**config.mk**
```make
export PLATFORM = sky130hd
export DESIGN_NAME = host_bus_interface_port
export DESIGN_NICKNAME = d
export VERILOG_FILES = /design/src/reg_store.v /design/src/host_bus_interface_port.v
export VERILOG_INCLUDE_DIRS = /design/src /design/src/src
export SDC_FILE = /design/constraint.sdc
export NUM_CORES = 1
export LEC_CHECK = 0
export BUFFER_PORTS_ARGS = -buffer_cell sky130_fd_sc_hd__clkbuf_2
export CAP_MARGIN = 20
export CORE_MARGIN = 2
export CORE_UTILIZATION = 63
export CTS_CLUSTER_SIZE = 28
export DETAILED_ROUTE_END_ITERATION = 8
export PLACE_DENSITY = 0.82
export SLEW_MARGIN = 15
export SYNTH_ARGS = -nofsm -noshare
export SYNTH_HDL_FRONTEND = slang
export SYNTH_SLANG_ARGS = --single-unit
```
**constraint.sdc**
```tcl
create_clock -name i_clk -period 3.49 [get_ports i_clk]
set_input_delay 0 -clock i_clk [delete_from_list [all_inputs] [get_ports i_clk]]
set_output_delay 0 -clock i_clk [all_outputs]
set_load 0.02 [all_outputs]
```
**src/host_port_defs.vh**
```
// constants shared by the host bus port and its register store
// assumes a single 100 MHz clock domain
`ifndef HOST_PORT_DEFS_VH
`define HOST_PORT_DEFS_VH

// ****************************************
// widths
// ****************************************
`define ADDR_W          7
`define DATA_W          8
`define REG_DEPTH       128
`define RST_CNT_W       17

// ****************************************
// timing
// ****************************************
`define CLK_PERIOD_NS   10
`define RESET_HOLD_US   500
`define NS_PER_US       1000

// ****************************************
// interrupt output styles
// ****************************************
`define IRQ_PP_HIGH     2'h0
`define IRQ_PP_LOW      2'h1
`define IRQ_OPEN_DRAIN  2'h2

// ****************************************
// bus strobe styles and reset values
// ****************************************
`define STYLE_SEPARATE  1'b0
`define STYLE_DATA_STB  1'b1
`define RW_READ         1'b1
`define ZERO_ADDR       7'h00
`define ZERO_DATA       8'h00

`endif

```
**src/reg_store.v**
```verilog
// small register store behind the host port, one write and one read port
// assumes synchronous write and read addresses; read data is registered
`timescale 1ns/100ps
`include "host_port_defs.vh"

module reg_store (
  input  wire                 i_clk,
  input  wire                 i_rst,
  input  wire                 i_wr_en,
  input  wire [`ADDR_W-1:0]   i_wr_addr,
  input  wire [`DATA_W-1:0]   i_wr_data,
  input  wire [`ADDR_W-1:0]   i_rd_addr,
  output reg  [`DATA_W-1:0]   o_rd_data
);

  reg [`DATA_W-1:0] mem [0:`REG_DEPTH-1];

  // ****************************************
  // write port
  // ****************************************
  always @(posedge i_clk) begin
    if (i_wr_en) begin
      mem[i_wr_addr] <= i_wr_data;
    end
  end

  // ****************************************
  // registered read port
  // ****************************************
  always @(posedge i_clk or posedge i_rst) begin
    if (i_rst) begin
      o_rd_data <= `ZERO_DATA;
    end else begin
      o_rd_data <= mem[i_rd_addr];
    end
  end

endmodule // reg_store

```
**src/host_bus_interface_port.v**
```verilog
// parallel 8-bit host processor port: mux/demux address, two strobe styles,
// programmable interrupt request pin, reset hold and reset indication
// assumes all pin inputs are already synchronous to i_clk
`timescale 1ns/100ps
`include "host_port_defs.vh"

module host_bus_interface_port #(
  parameter RESET_HOLD_CYCLES = (`RESET_HOLD_US * `NS_PER_US) / `CLK_PERIOD_NS
) (
  input  wire                 i_clk,
  input  wire                 i_rst,
  input  wire                 i_cs_n,
  input  wire                 i_wr_n_rw,
  input  wire                 i_transfer_strobe_n,
  input  wire                 i_ale,
  input  wire                 i_bus_style,
  input  wire [`ADDR_W-1:0]   i_addr,
  input  wire [`DATA_W-1:0]   i_data,
  output wire [`DATA_W-1:0]   o_data,
  output wire                 o_data_oe,
  input  wire [1:0]           i_irq_style,
  input  wire                 i_irq_pending,
  output reg                  o_host_interrupt_out,
  output reg                  o_host_interrupt_oe,
  input  wire                 i_host_interrupt_acknowledge_n,
  output reg                  o_irq_ack,
  output reg                  o_reset_in_progress_out,
  output reg                  o_reg_wr,
  output reg  [`ADDR_W-1:0]   o_reg_addr,
  output reg  [`DATA_W-1:0]   o_reg_wdata
);

  // ****************************************
  // states, one-hot
  // ****************************************
  localparam [2:0] ST_IDLE  = 3'h1;
  localparam [2:0] ST_READ  = 3'h2;
  localparam [2:0] ST_WRITE = 3'h4;

  localparam integer          HOLD_LAST_I = RESET_HOLD_CYCLES - 1;
  localparam [`RST_CNT_W-1:0] HOLD_LAST   = HOLD_LAST_I[`RST_CNT_W-1:0];

  reg  [2:0]           state_r;
  reg  [2:0]           state_nxt;
  reg  [`ADDR_W-1:0]   latch_addr_r;
  reg  [`ADDR_W-1:0]   access_addr_r;
  reg                  oe_r;
  reg  [`RST_CNT_W-1:0] hold_cnt_r;
  reg                  ack_seen_r;

  wire                 selected;
  wire                 rd_req;
  wire                 wr_req;
  wire                 mux_mode;
  wire [`ADDR_W-1:0]   eff_addr;
  wire [`ADDR_W-1:0]   mem_rd_addr;
  wire                 mem_wr;

  // ****************************************
  // request decode
  // ****************************************
  assign selected = !i_cs_n && !i_transfer_strobe_n && !o_reset_in_progress_out;

  // separate style: low write strobe is a write, strobe pin is the read
  // data-strobe style: direction input says read or write
  assign rd_req = (i_bus_style == `STYLE_SEPARATE) ? selected
                : (selected && (i_wr_n_rw == `RW_READ));
  assign wr_req = (i_bus_style == `STYLE_SEPARATE)
                ? (!i_cs_n && !i_wr_n_rw && !o_reset_in_progress_out)
                : (selected && (i_wr_n_rw != `RW_READ));

  // ****************************************
  // address latch
  // ****************************************
  assign mux_mode = !i_ale;

  always @(posedge i_clk or posedge i_rst) begin
    if (i_rst) begin
      latch_addr_r <= `ZERO_ADDR;
    end else if (i_ale) begin
      latch_addr_r <= i_addr;
    end
  end

  // while the latch strobe is high the latch is open, after its fall
  // the held value stands; demux mode always uses the live address
  assign eff_addr = mux_mode ? latch_addr_r : i_addr;

  // ****************************************
  // access state machine
  // ****************************************
  always @* begin
    state_nxt = state_r;
    case (state_r)
      ST_IDLE: begin
        if (rd_req) begin
          state_nxt = ST_READ;
        end else if (wr_req) begin
          state_nxt = ST_WRITE;
        end
      end
      ST_READ: begin
        if (!rd_req) begin
          state_nxt = ST_IDLE;
        end
      end
      ST_WRITE: begin
        if (!wr_req) begin
          state_nxt = ST_IDLE;
        end
      end
      default: begin
        state_nxt = ST_IDLE;
      end
    endcase
  end

  always @(posedge i_clk or posedge i_rst) begin
    if (i_rst) begin
      state_r       <= ST_IDLE;
      access_addr_r <= `ZERO_ADDR;
      oe_r          <= 1'b0;
    end else begin
      state_r <= state_nxt;
      if (state_r == ST_IDLE) begin
        access_addr_r <= eff_addr;
      end
      // the pin is driven only for the cycles of a selected read
      oe_r <= rd_req && (state_nxt == ST_READ);
    end
  end

  // ****************************************
  // register store and core-side write strobe
  // ****************************************
  assign mem_wr      = (state_r == ST_IDLE) && (state_nxt == ST_WRITE);
  assign mem_rd_addr = (state_r == ST_IDLE) ? eff_addr : access_addr_r;

  reg_store u_store (
    .i_clk     (i_clk),
    .i_rst     (i_rst),
    .i_wr_en   (mem_wr),
    .i_wr_addr (eff_addr),
    .i_wr_data (i_data),
    .i_rd_addr (mem_rd_addr),
    .o_rd_data (o_data)
  );

  assign o_data_oe = oe_r && rd_req;

  always @(posedge i_clk or posedge i_rst) begin
    if (i_rst) begin
      o_reg_wr    <= 1'b0;
      o_reg_addr  <= `ZERO_ADDR;
      o_reg_wdata <= `ZERO_DATA;
    end else begin
      o_reg_wr <= mem_wr;
      if (mem_wr) begin
        o_reg_addr  <= eff_addr;
        o_reg_wdata <= i_data;
      end
    end
  end

  // ****************************************
  // reset hold and indication
  // ****************************************
  always @(posedge i_clk or posedge i_rst) begin
    if (i_rst) begin
      hold_cnt_r              <= {`RST_CNT_W{1'b0}};
      o_reset_in_progress_out <= 1'b1;
    end else if (o_reset_in_progress_out) begin
      if (hold_cnt_r == HOLD_LAST) begin
        o_reset_in_progress_out <= 1'b0;
      end else begin
        hold_cnt_r <= hold_cnt_r + 1'b1;
      end
    end
  end

  // ****************************************
  // interrupt pin and acknowledge
  // ****************************************
  always @(posedge i_clk or posedge i_rst) begin
    if (i_rst) begin
      o_host_interrupt_out <= 1'b0;
      o_host_interrupt_oe  <= 1'b0;
      ack_seen_r           <= 1'b0;
      o_irq_ack            <= 1'b0;
    end else begin
      ack_seen_r <= !i_host_interrupt_acknowledge_n;
      o_irq_ack  <= !i_host_interrupt_acknowledge_n && !ack_seen_r;
      if (o_reset_in_progress_out) begin
        o_host_interrupt_out <= 1'b0;
        o_host_interrupt_oe  <= 1'b0;
      end else begin
        case (i_irq_style)
          `IRQ_PP_HIGH: begin
            o_host_interrupt_out <= i_irq_pending;
            o_host_interrupt_oe  <= 1'b1;
          end
          `IRQ_PP_LOW: begin
            o_host_interrupt_out <= !i_irq_pending;
            o_host_interrupt_oe  <= 1'b1;
          end
          `IRQ_OPEN_DRAIN: begin
            o_host_interrupt_out <= 1'b0;
            o_host_interrupt_oe  <= i_irq_pending;
          end
          default: begin
            o_host_interrupt_out <= 1'b0;
            o_host_interrupt_oe  <= 1'b0;
          end
        endcase
      end
    end
  end

endmodule // host_bus_interface_port

```
=== Yosys cells after proc, flatten, opt, wreduce, memory -nomap -nowiden ===
Memories as Yosys holds them, arrays and structs flattened. A register that Yosys moved wholly into a read port is not among the register bits.
Cells that the tools add are included.

* Logic and storage cells: 62
* Bits of input ports: 26
* Memory bits (writable): 1,024
* Memories kept: 1
* Output and inout bits: 29
* Bits in registers: 56

* Add/sub/neg operators: 1
* Reduce and logical (&&, ||, !) cells: 20
* Multiplexer cells: 17
* Bitwise operators: 2
* Equal/unequal tests: 8

{| class="wikitable"
|+ Memories
! memory !! words !! bits a word !! rd ports !! clocked after memory_dff !! wr ports !! line !! RTL
|-
| u_store.mem || 128 || 8 || 1 || 1 || 1 || reg_store.v:16 || <nowiki>reg [`DATA_W-1:0] mem [0:`REG_DEPTH-1];</nowiki>
|}

{| class="wikitable"
|+ Operators with widths
! operator !! count
|-
| 17-bit by 1-bit adder with 17-bit output, second input constant || 1
|-
| 17-bit by 16-bit == test with 1-bit output, second input constant || 1
|-
| 7-bit two-way mux || 2
|-
| 3-bit two-way mux || 4
|-
| 1-bit logical AND || 10
|-
| 3-bit one-hot mux with 3 select lines || 1
|-
| 1-bit two-way mux || 8
|-
| 1-bit logical NOT || 7
|-
| 3-bit by 2-bit == test with 1-bit output, second input constant || 2
|-
| 3-bit == test, second input constant || 2
|-
| 1-bit one-hot mux with 2 select lines || 2
|-
| 3-bit by 1-bit == test with 1-bit output, second input constant || 1
|-
| 2-bit by 1-bit == test with 1-bit output, second input constant || 1
|-
| 2-bit == test, second input constant || 1
|-
| 2-bit logical NOT || 1
|-
| 1-bit inverter || 2
|-
| 2-bit AND reduction || 1
|-
| 2-bit OR reduction || 1
|}

=== Longest topological paths before layout ===
* Depth in word-level cells: 12
* Depth in mapped cells: 14
* Gate-level depth less buffers: 10

=== Modules after synthesis ===
A second synthesis with hierarchy kept.

* Cells, all modules: 1,829
* Area total of the unflattened synthesis: 42,009.0 µm²

{| class="wikitable"
|+ By module, submodules not included
! module !! area an instance (µm²) !! sequential area each (µm²) !! cells an instance !! times used
|-
| reg_store || 39,705.6 || 30,949.7 || 1,636 || 1
|-
| host_bus_interface_port || 2,303.5 || 1,403.8 || 193 || 1
|}

=== Worst setup path before layout ===
OpenSTA, ideal clock, no wires.

* Path type: reg-to-reg
* Start: register state_r[0]
* End: memory u_store.mem[72][0] (netlist bit) (enable)
* Path slack: 0.685 ns
* Stages on the path, launching flop included: 9
* Buffers on the path: 3
* Required time: 3.120 ns
* Period minus slack after synthesis: 2.805 ns
* Setup time: 0.370 ns
* Data arrival time: 2.435 ns
* Cells stage by stage: dfstp_2 > nor3b_2 > buf_6 > buf_4 > nand2_1 > nor3_1 > nand3_1 > clkbuf_1 > nor2_1

* Cells in the longest elaborated chain, start to end: 7
* Elaborated cells on any way between the ends: 12
* Those cells by class: 4 x eq/ne; 7 x mux; 1 x reduce/logical

{| class="wikitable"
|+ Ends and longest elaborated chain
! item !! line !! RTL
|-
| start: declaration || host_bus_interface_port.v:43 || <nowiki>reg [2:0] state_r;</nowiki>
|-
| start signal: assignment || host_bus_interface_port.v:124 || <nowiki>state_r <= state_nxt;</nowiki>
|-
| 3-bit two-way mux || host_bus_interface_port.v:98 || <nowiki>end else if (wr_req) begin</nowiki>
|-
| 3-bit two-way mux || host_bus_interface_port.v:96 || <nowiki>if (rd_req) begin</nowiki>
|-
| 3-bit one-hot mux with 3 select lines || host_bus_interface_port.v:94 || <nowiki>case (state_r)</nowiki>
|-
| 3-bit == test || host_bus_interface_port.v:136 || <nowiki>assign mem_wr = (state_r == ST_IDLE) && (state_nxt == ST_WRITE);</nowiki>
|-
| 1-bit logical AND * || host_bus_interface_port.v:136 ||
|-
| 1-bit two-way mux * || reg_store.v:22 || <nowiki>if (i_wr_en) begin</nowiki>
|-
| 1-bit two-way mux (not written as such) * || reg_store.v:23 || <nowiki>mem[i_wr_addr] <= i_wr_data;</nowiki>
|-
| end: declaration || reg_store.v:16 ||
|}

Every way passes the cells marked *; elsewhere a longest branch is shown, timed or not.

=== Worst setup path in the final report ===
* Start: register state_r[0]
* End: register u_store.o_rd_data[7] (read register of u_store.mem)

* Cells in the longest elaborated chain, start to end: 2

{| class="wikitable"
|+ Ends and longest elaborated chain
! item !! line !! RTL
|-
| 3-bit by 1-bit == test with 1-bit output || host_bus_interface_port.v:137 || <nowiki>assign mem_rd_addr = (state_r == ST_IDLE) ? eff_addr : access_addr_r;</nowiki>
|-
| 7-bit two-way mux || -- ||
|-
| end: declaration || reg_store.v:13 || <nowiki>output reg [`DATA_W-1:0] o_rd_data</nowiki>
|}

No other way between the ends.
A chain may end at the register's enable or synchronous reset.

==> impl_metrics.json <==
{
  "final.setup_skew_ns": 0.03926,
  "status": "finished with violations",
  "grt_pass1_wl_um": 159200,
  "intPower_mw": 23.84,
  "fmax_ghz": 0.2845,
  "io_buffers": 54,
  "synth_area_sq_um": 42570,
  "diodes": 0,
  "die_area_sq_um": 69660,
  "cp-start-kind": "flip-flop",
  "synth_cells": 2682,
  "relSlewSlack": 0.3059,
  "max_cap_viol_count": 0,
  "cts_sinks": 1088,
  "cp_slowest_cell": "dfstp_2",
  "drt_iter0_markers": 4188,
  "cts_inserted_buffers": 103,
  "syn_nets": 2709,
  "cts-root-buf": "clkbuf_16",
  "cpLargestDelayFamily": "simple AND/OR/NAND/NOR gates",
  "switchingPower_mw": 9.426,
  "place_area_sq_um": 44750,
  "cp.arrival_ns": 4.04,
  "gp_congestion": 0.9332,
  "finalInstanceArea_sq_um": 48950,
  "clkLatencyLatePin_ns": 0.68,
  "setup_ws_ns": -0.02512,
  "power.leakage_nw": 17.24,
  "syn_area_per_cell_sq_um": 15.87,
  "violations": "setup timing",
  "seq_area_frac_synth": 0.7601,
  "final_cell_mix": "edfxtp_1, mux2i_1, nand2_1",
  "synth_largest_area_cell": "edfxtp_1",
  "worst_slew_pin_slew_ns": 1.041,
  "required_ns": 4.01,
  "worstPathCellList": "nor3b_4, buf_4, mux2i_4, buf_12, buf_16, mux2i_1, o22ai_1, o21ai_0, nand4_1, nor2_1, a31oi_1",
  "hold_violations": 0,
  "crit_start": "state_r[0]",
  "synth_edf_count": 1024,
  "worstSetupEndpointType": "flip-flop",
  "grt_pass1_vias": 25960,
  "fin_crit_ns": 3.515,
  "cts_buffer_depth": 3,
  "period_share": 1.007,
  "die_h_um": 263.9,
  "yosys_warnings": 0,
  "path_max_fanout": 36,
  "min_path_type": "input pin to flip-flop",
  "ios": 55,
  "die_w_um": 263.9,
  "layout_commonest_cell": "edfxtp_1",
  "rows": 95,
  "combPwrFrac": 0.217,
  "area_growth_pct": 14.99,
  "drive_above_1_share": 0.1496,
  "final-max-slew-violation-count": 0,
  "netlist.area_leader.share": 0.7224,
  "wl_per_cell_um": 28.12,
  "drt_pass1_iterations": 6,
  "yosys-top-cells-area": "edfxtp_1, mux2i_1, dfrtp_1",
  "ir_drop_mv": 0.4176,
  "ys.flop_type": "edfxtp_1",
  "cpPeakStageDelay_ns": 0.54,
  "yosys.cell_types.count": 48,
  "overflow": 0,
  "viasPerCell": 6.756,
  "finalSetupViolations": 1,
  "nFillCells": 3710,
  "ant_nets": 0,
  "core_area_sq_um": 67040,
  "power.density_nw_per_um2": 679.5,
  "p_clk_frac": 0.343,
  "swShare": 0.2834,
  "min-delay-start": "i_data[2]",
  "routed_wl_um": 109000,
  "start_util": 0.6349,
  "vias": 26180,
  "grt_antenna_before_repair": 0,
  "grt_max_degree": 82,
  "worst-path-buf-inv": 3,
  "fin_setup_tns_ns": -0.02512,
  "p_seq_frac": 0.440,
  "dp_hpwl_um": 62870,
  "clk_pin_slew_ns": 0.07,
  "worstReg2RegStart": "state_r[0]",
  "fin_nets": 2943,
  "route.detailed.drc": 0,
  "cts_tree": "done",
  "ys_ff_latch": 1088,
  "crit_type": "flip-flop to flip-flop",
  "htree_levels": 3,
  "synth-async-reset-ratio": 0.05882,
  "grt_use_total": 0.3079
}
==> cell type report <==
class,instances,area [sq um],area share
inverters,19,77.57,0.001585
multi-input cells,1435,9520,0.1945
repair buffers,269,2450,0.05005
clock inverters,59,664.4,0.01357
flip-flops and latches,1088,32350,0.6610
clock buffers,132,2790,0.05700
well taps,873,1092,0.02232
==> synthesized netlist by cell type, types with 25 or more instances <==
cell	count
nand3_1	25
dfrtp_1	62
clkbuf_1	36
nand2_1	267
nor2_1	168
o21ai_0	83
o22ai_1	193
mux2i_1	401
buf_4	39
nor4_1	48
a21oi_1	125
buf_2	41
edfxtp_1	1024
==> power groups by stage <==
stage	logic, mW	registers (mW)	clock network, mW
2_1_floorplan	3.96	15.0	0
3_5_place_dp	6.41	14.9	0
5_1_grt	7.45	14.6	11.9
6_report	7.21	14.6	11.4
3_3_place_gp	6.25	14.9	0
4_1_cts	6.72	14.6	11.4
==> path summary, 6_finish.rpt <==
| check | to | slack (ns) | depth (start not counted) |
|---|---|---|---|
| min reg2reg | o_irq_ack | 0.41 | 1 |
| max in group asynchronous | o_reset_in_progress_out | 2.00 | 5 |
| min | u_store.mem[58][2] | 0.03 | 1 |
| min in group asynchronous | o_reg_addr[5] | 0.54 | 4 |
| max | u_store.o_rd_data[7] | -0.03 | 11 |
| max reg2reg | u_store.o_rd_data[7] | -0.03 | 11 |
==> state kept, by name, indices dropped and copies added, names as in the netlist, 3 cells and up <==
signal / cells
access_addr_r: 7
hold_cnt_r: 17
u_store.mem: 1024
latch_addr_r: 7
o_reg_wdata: 8
u_store.o_rd_data: 8
state_r: 3
o_reg_addr: 7
==> cells by family (layout without fill, tap and decap cells) <==
logic type                 Yosys count  after routing  synth area share
and+or+nand+nor                    556            556           0.05526
DFF                               1088           1088            0.7601
xor gates and xnor gates            18             18          0.003704
buffers and inverters              160            479           0.02052
muxes                              418            418            0.1004
AOI/OAI and AO/OA                  441            442           0.05970
adders and majority gates            1              1         0.0002939
==> layer usage <==
metal | part of all wire | GRT usage | vias up
met1 | 0.35 | 0.4077 | 12770
li1 | - | - | 10850
met3 | 0.12 | 0.05798 | 388
met5 | 0 | 0 | -
met4 | 0.058 | 0.1700 | 0
met2 | 0.47 | 0.4884 | 2167
==> stage by stage <==
step	util	setup WS, ns	std cells	power [mW]	hold slack, ns
2_1_floorplan	-	0.6853	2682	18.91	0.05941
3_3_place_gp	0.6676	-0.3818	3638	21.14	0.09363
3_5_place_dp	0.6676	-0.4734	3638	21.31	0.09836
4_1_cts	0.7258	0.001005	3862	32.79	0.01217
5_1_grt	0.7301	-0.05866	3875	33.99	0.04564
6_report	0.7301	-0.02512	3875	33.26	0.02709
==> timing repair <==
| action | in CTS | in global routing |
|---|---|---|
| hold buffers | 28 | 0 |
| pin swaps | 0 | 3 |
| setup buffers | 2 | 10 |
| hold endpoints to repair | 256 | 0 |
| setup endpoints to repair | 8 | 9 |
| resized for setup | 14 | 37 |
| cloned | 3 | 3 |
No activity file was read; power rests on OpenSTA's default activity.
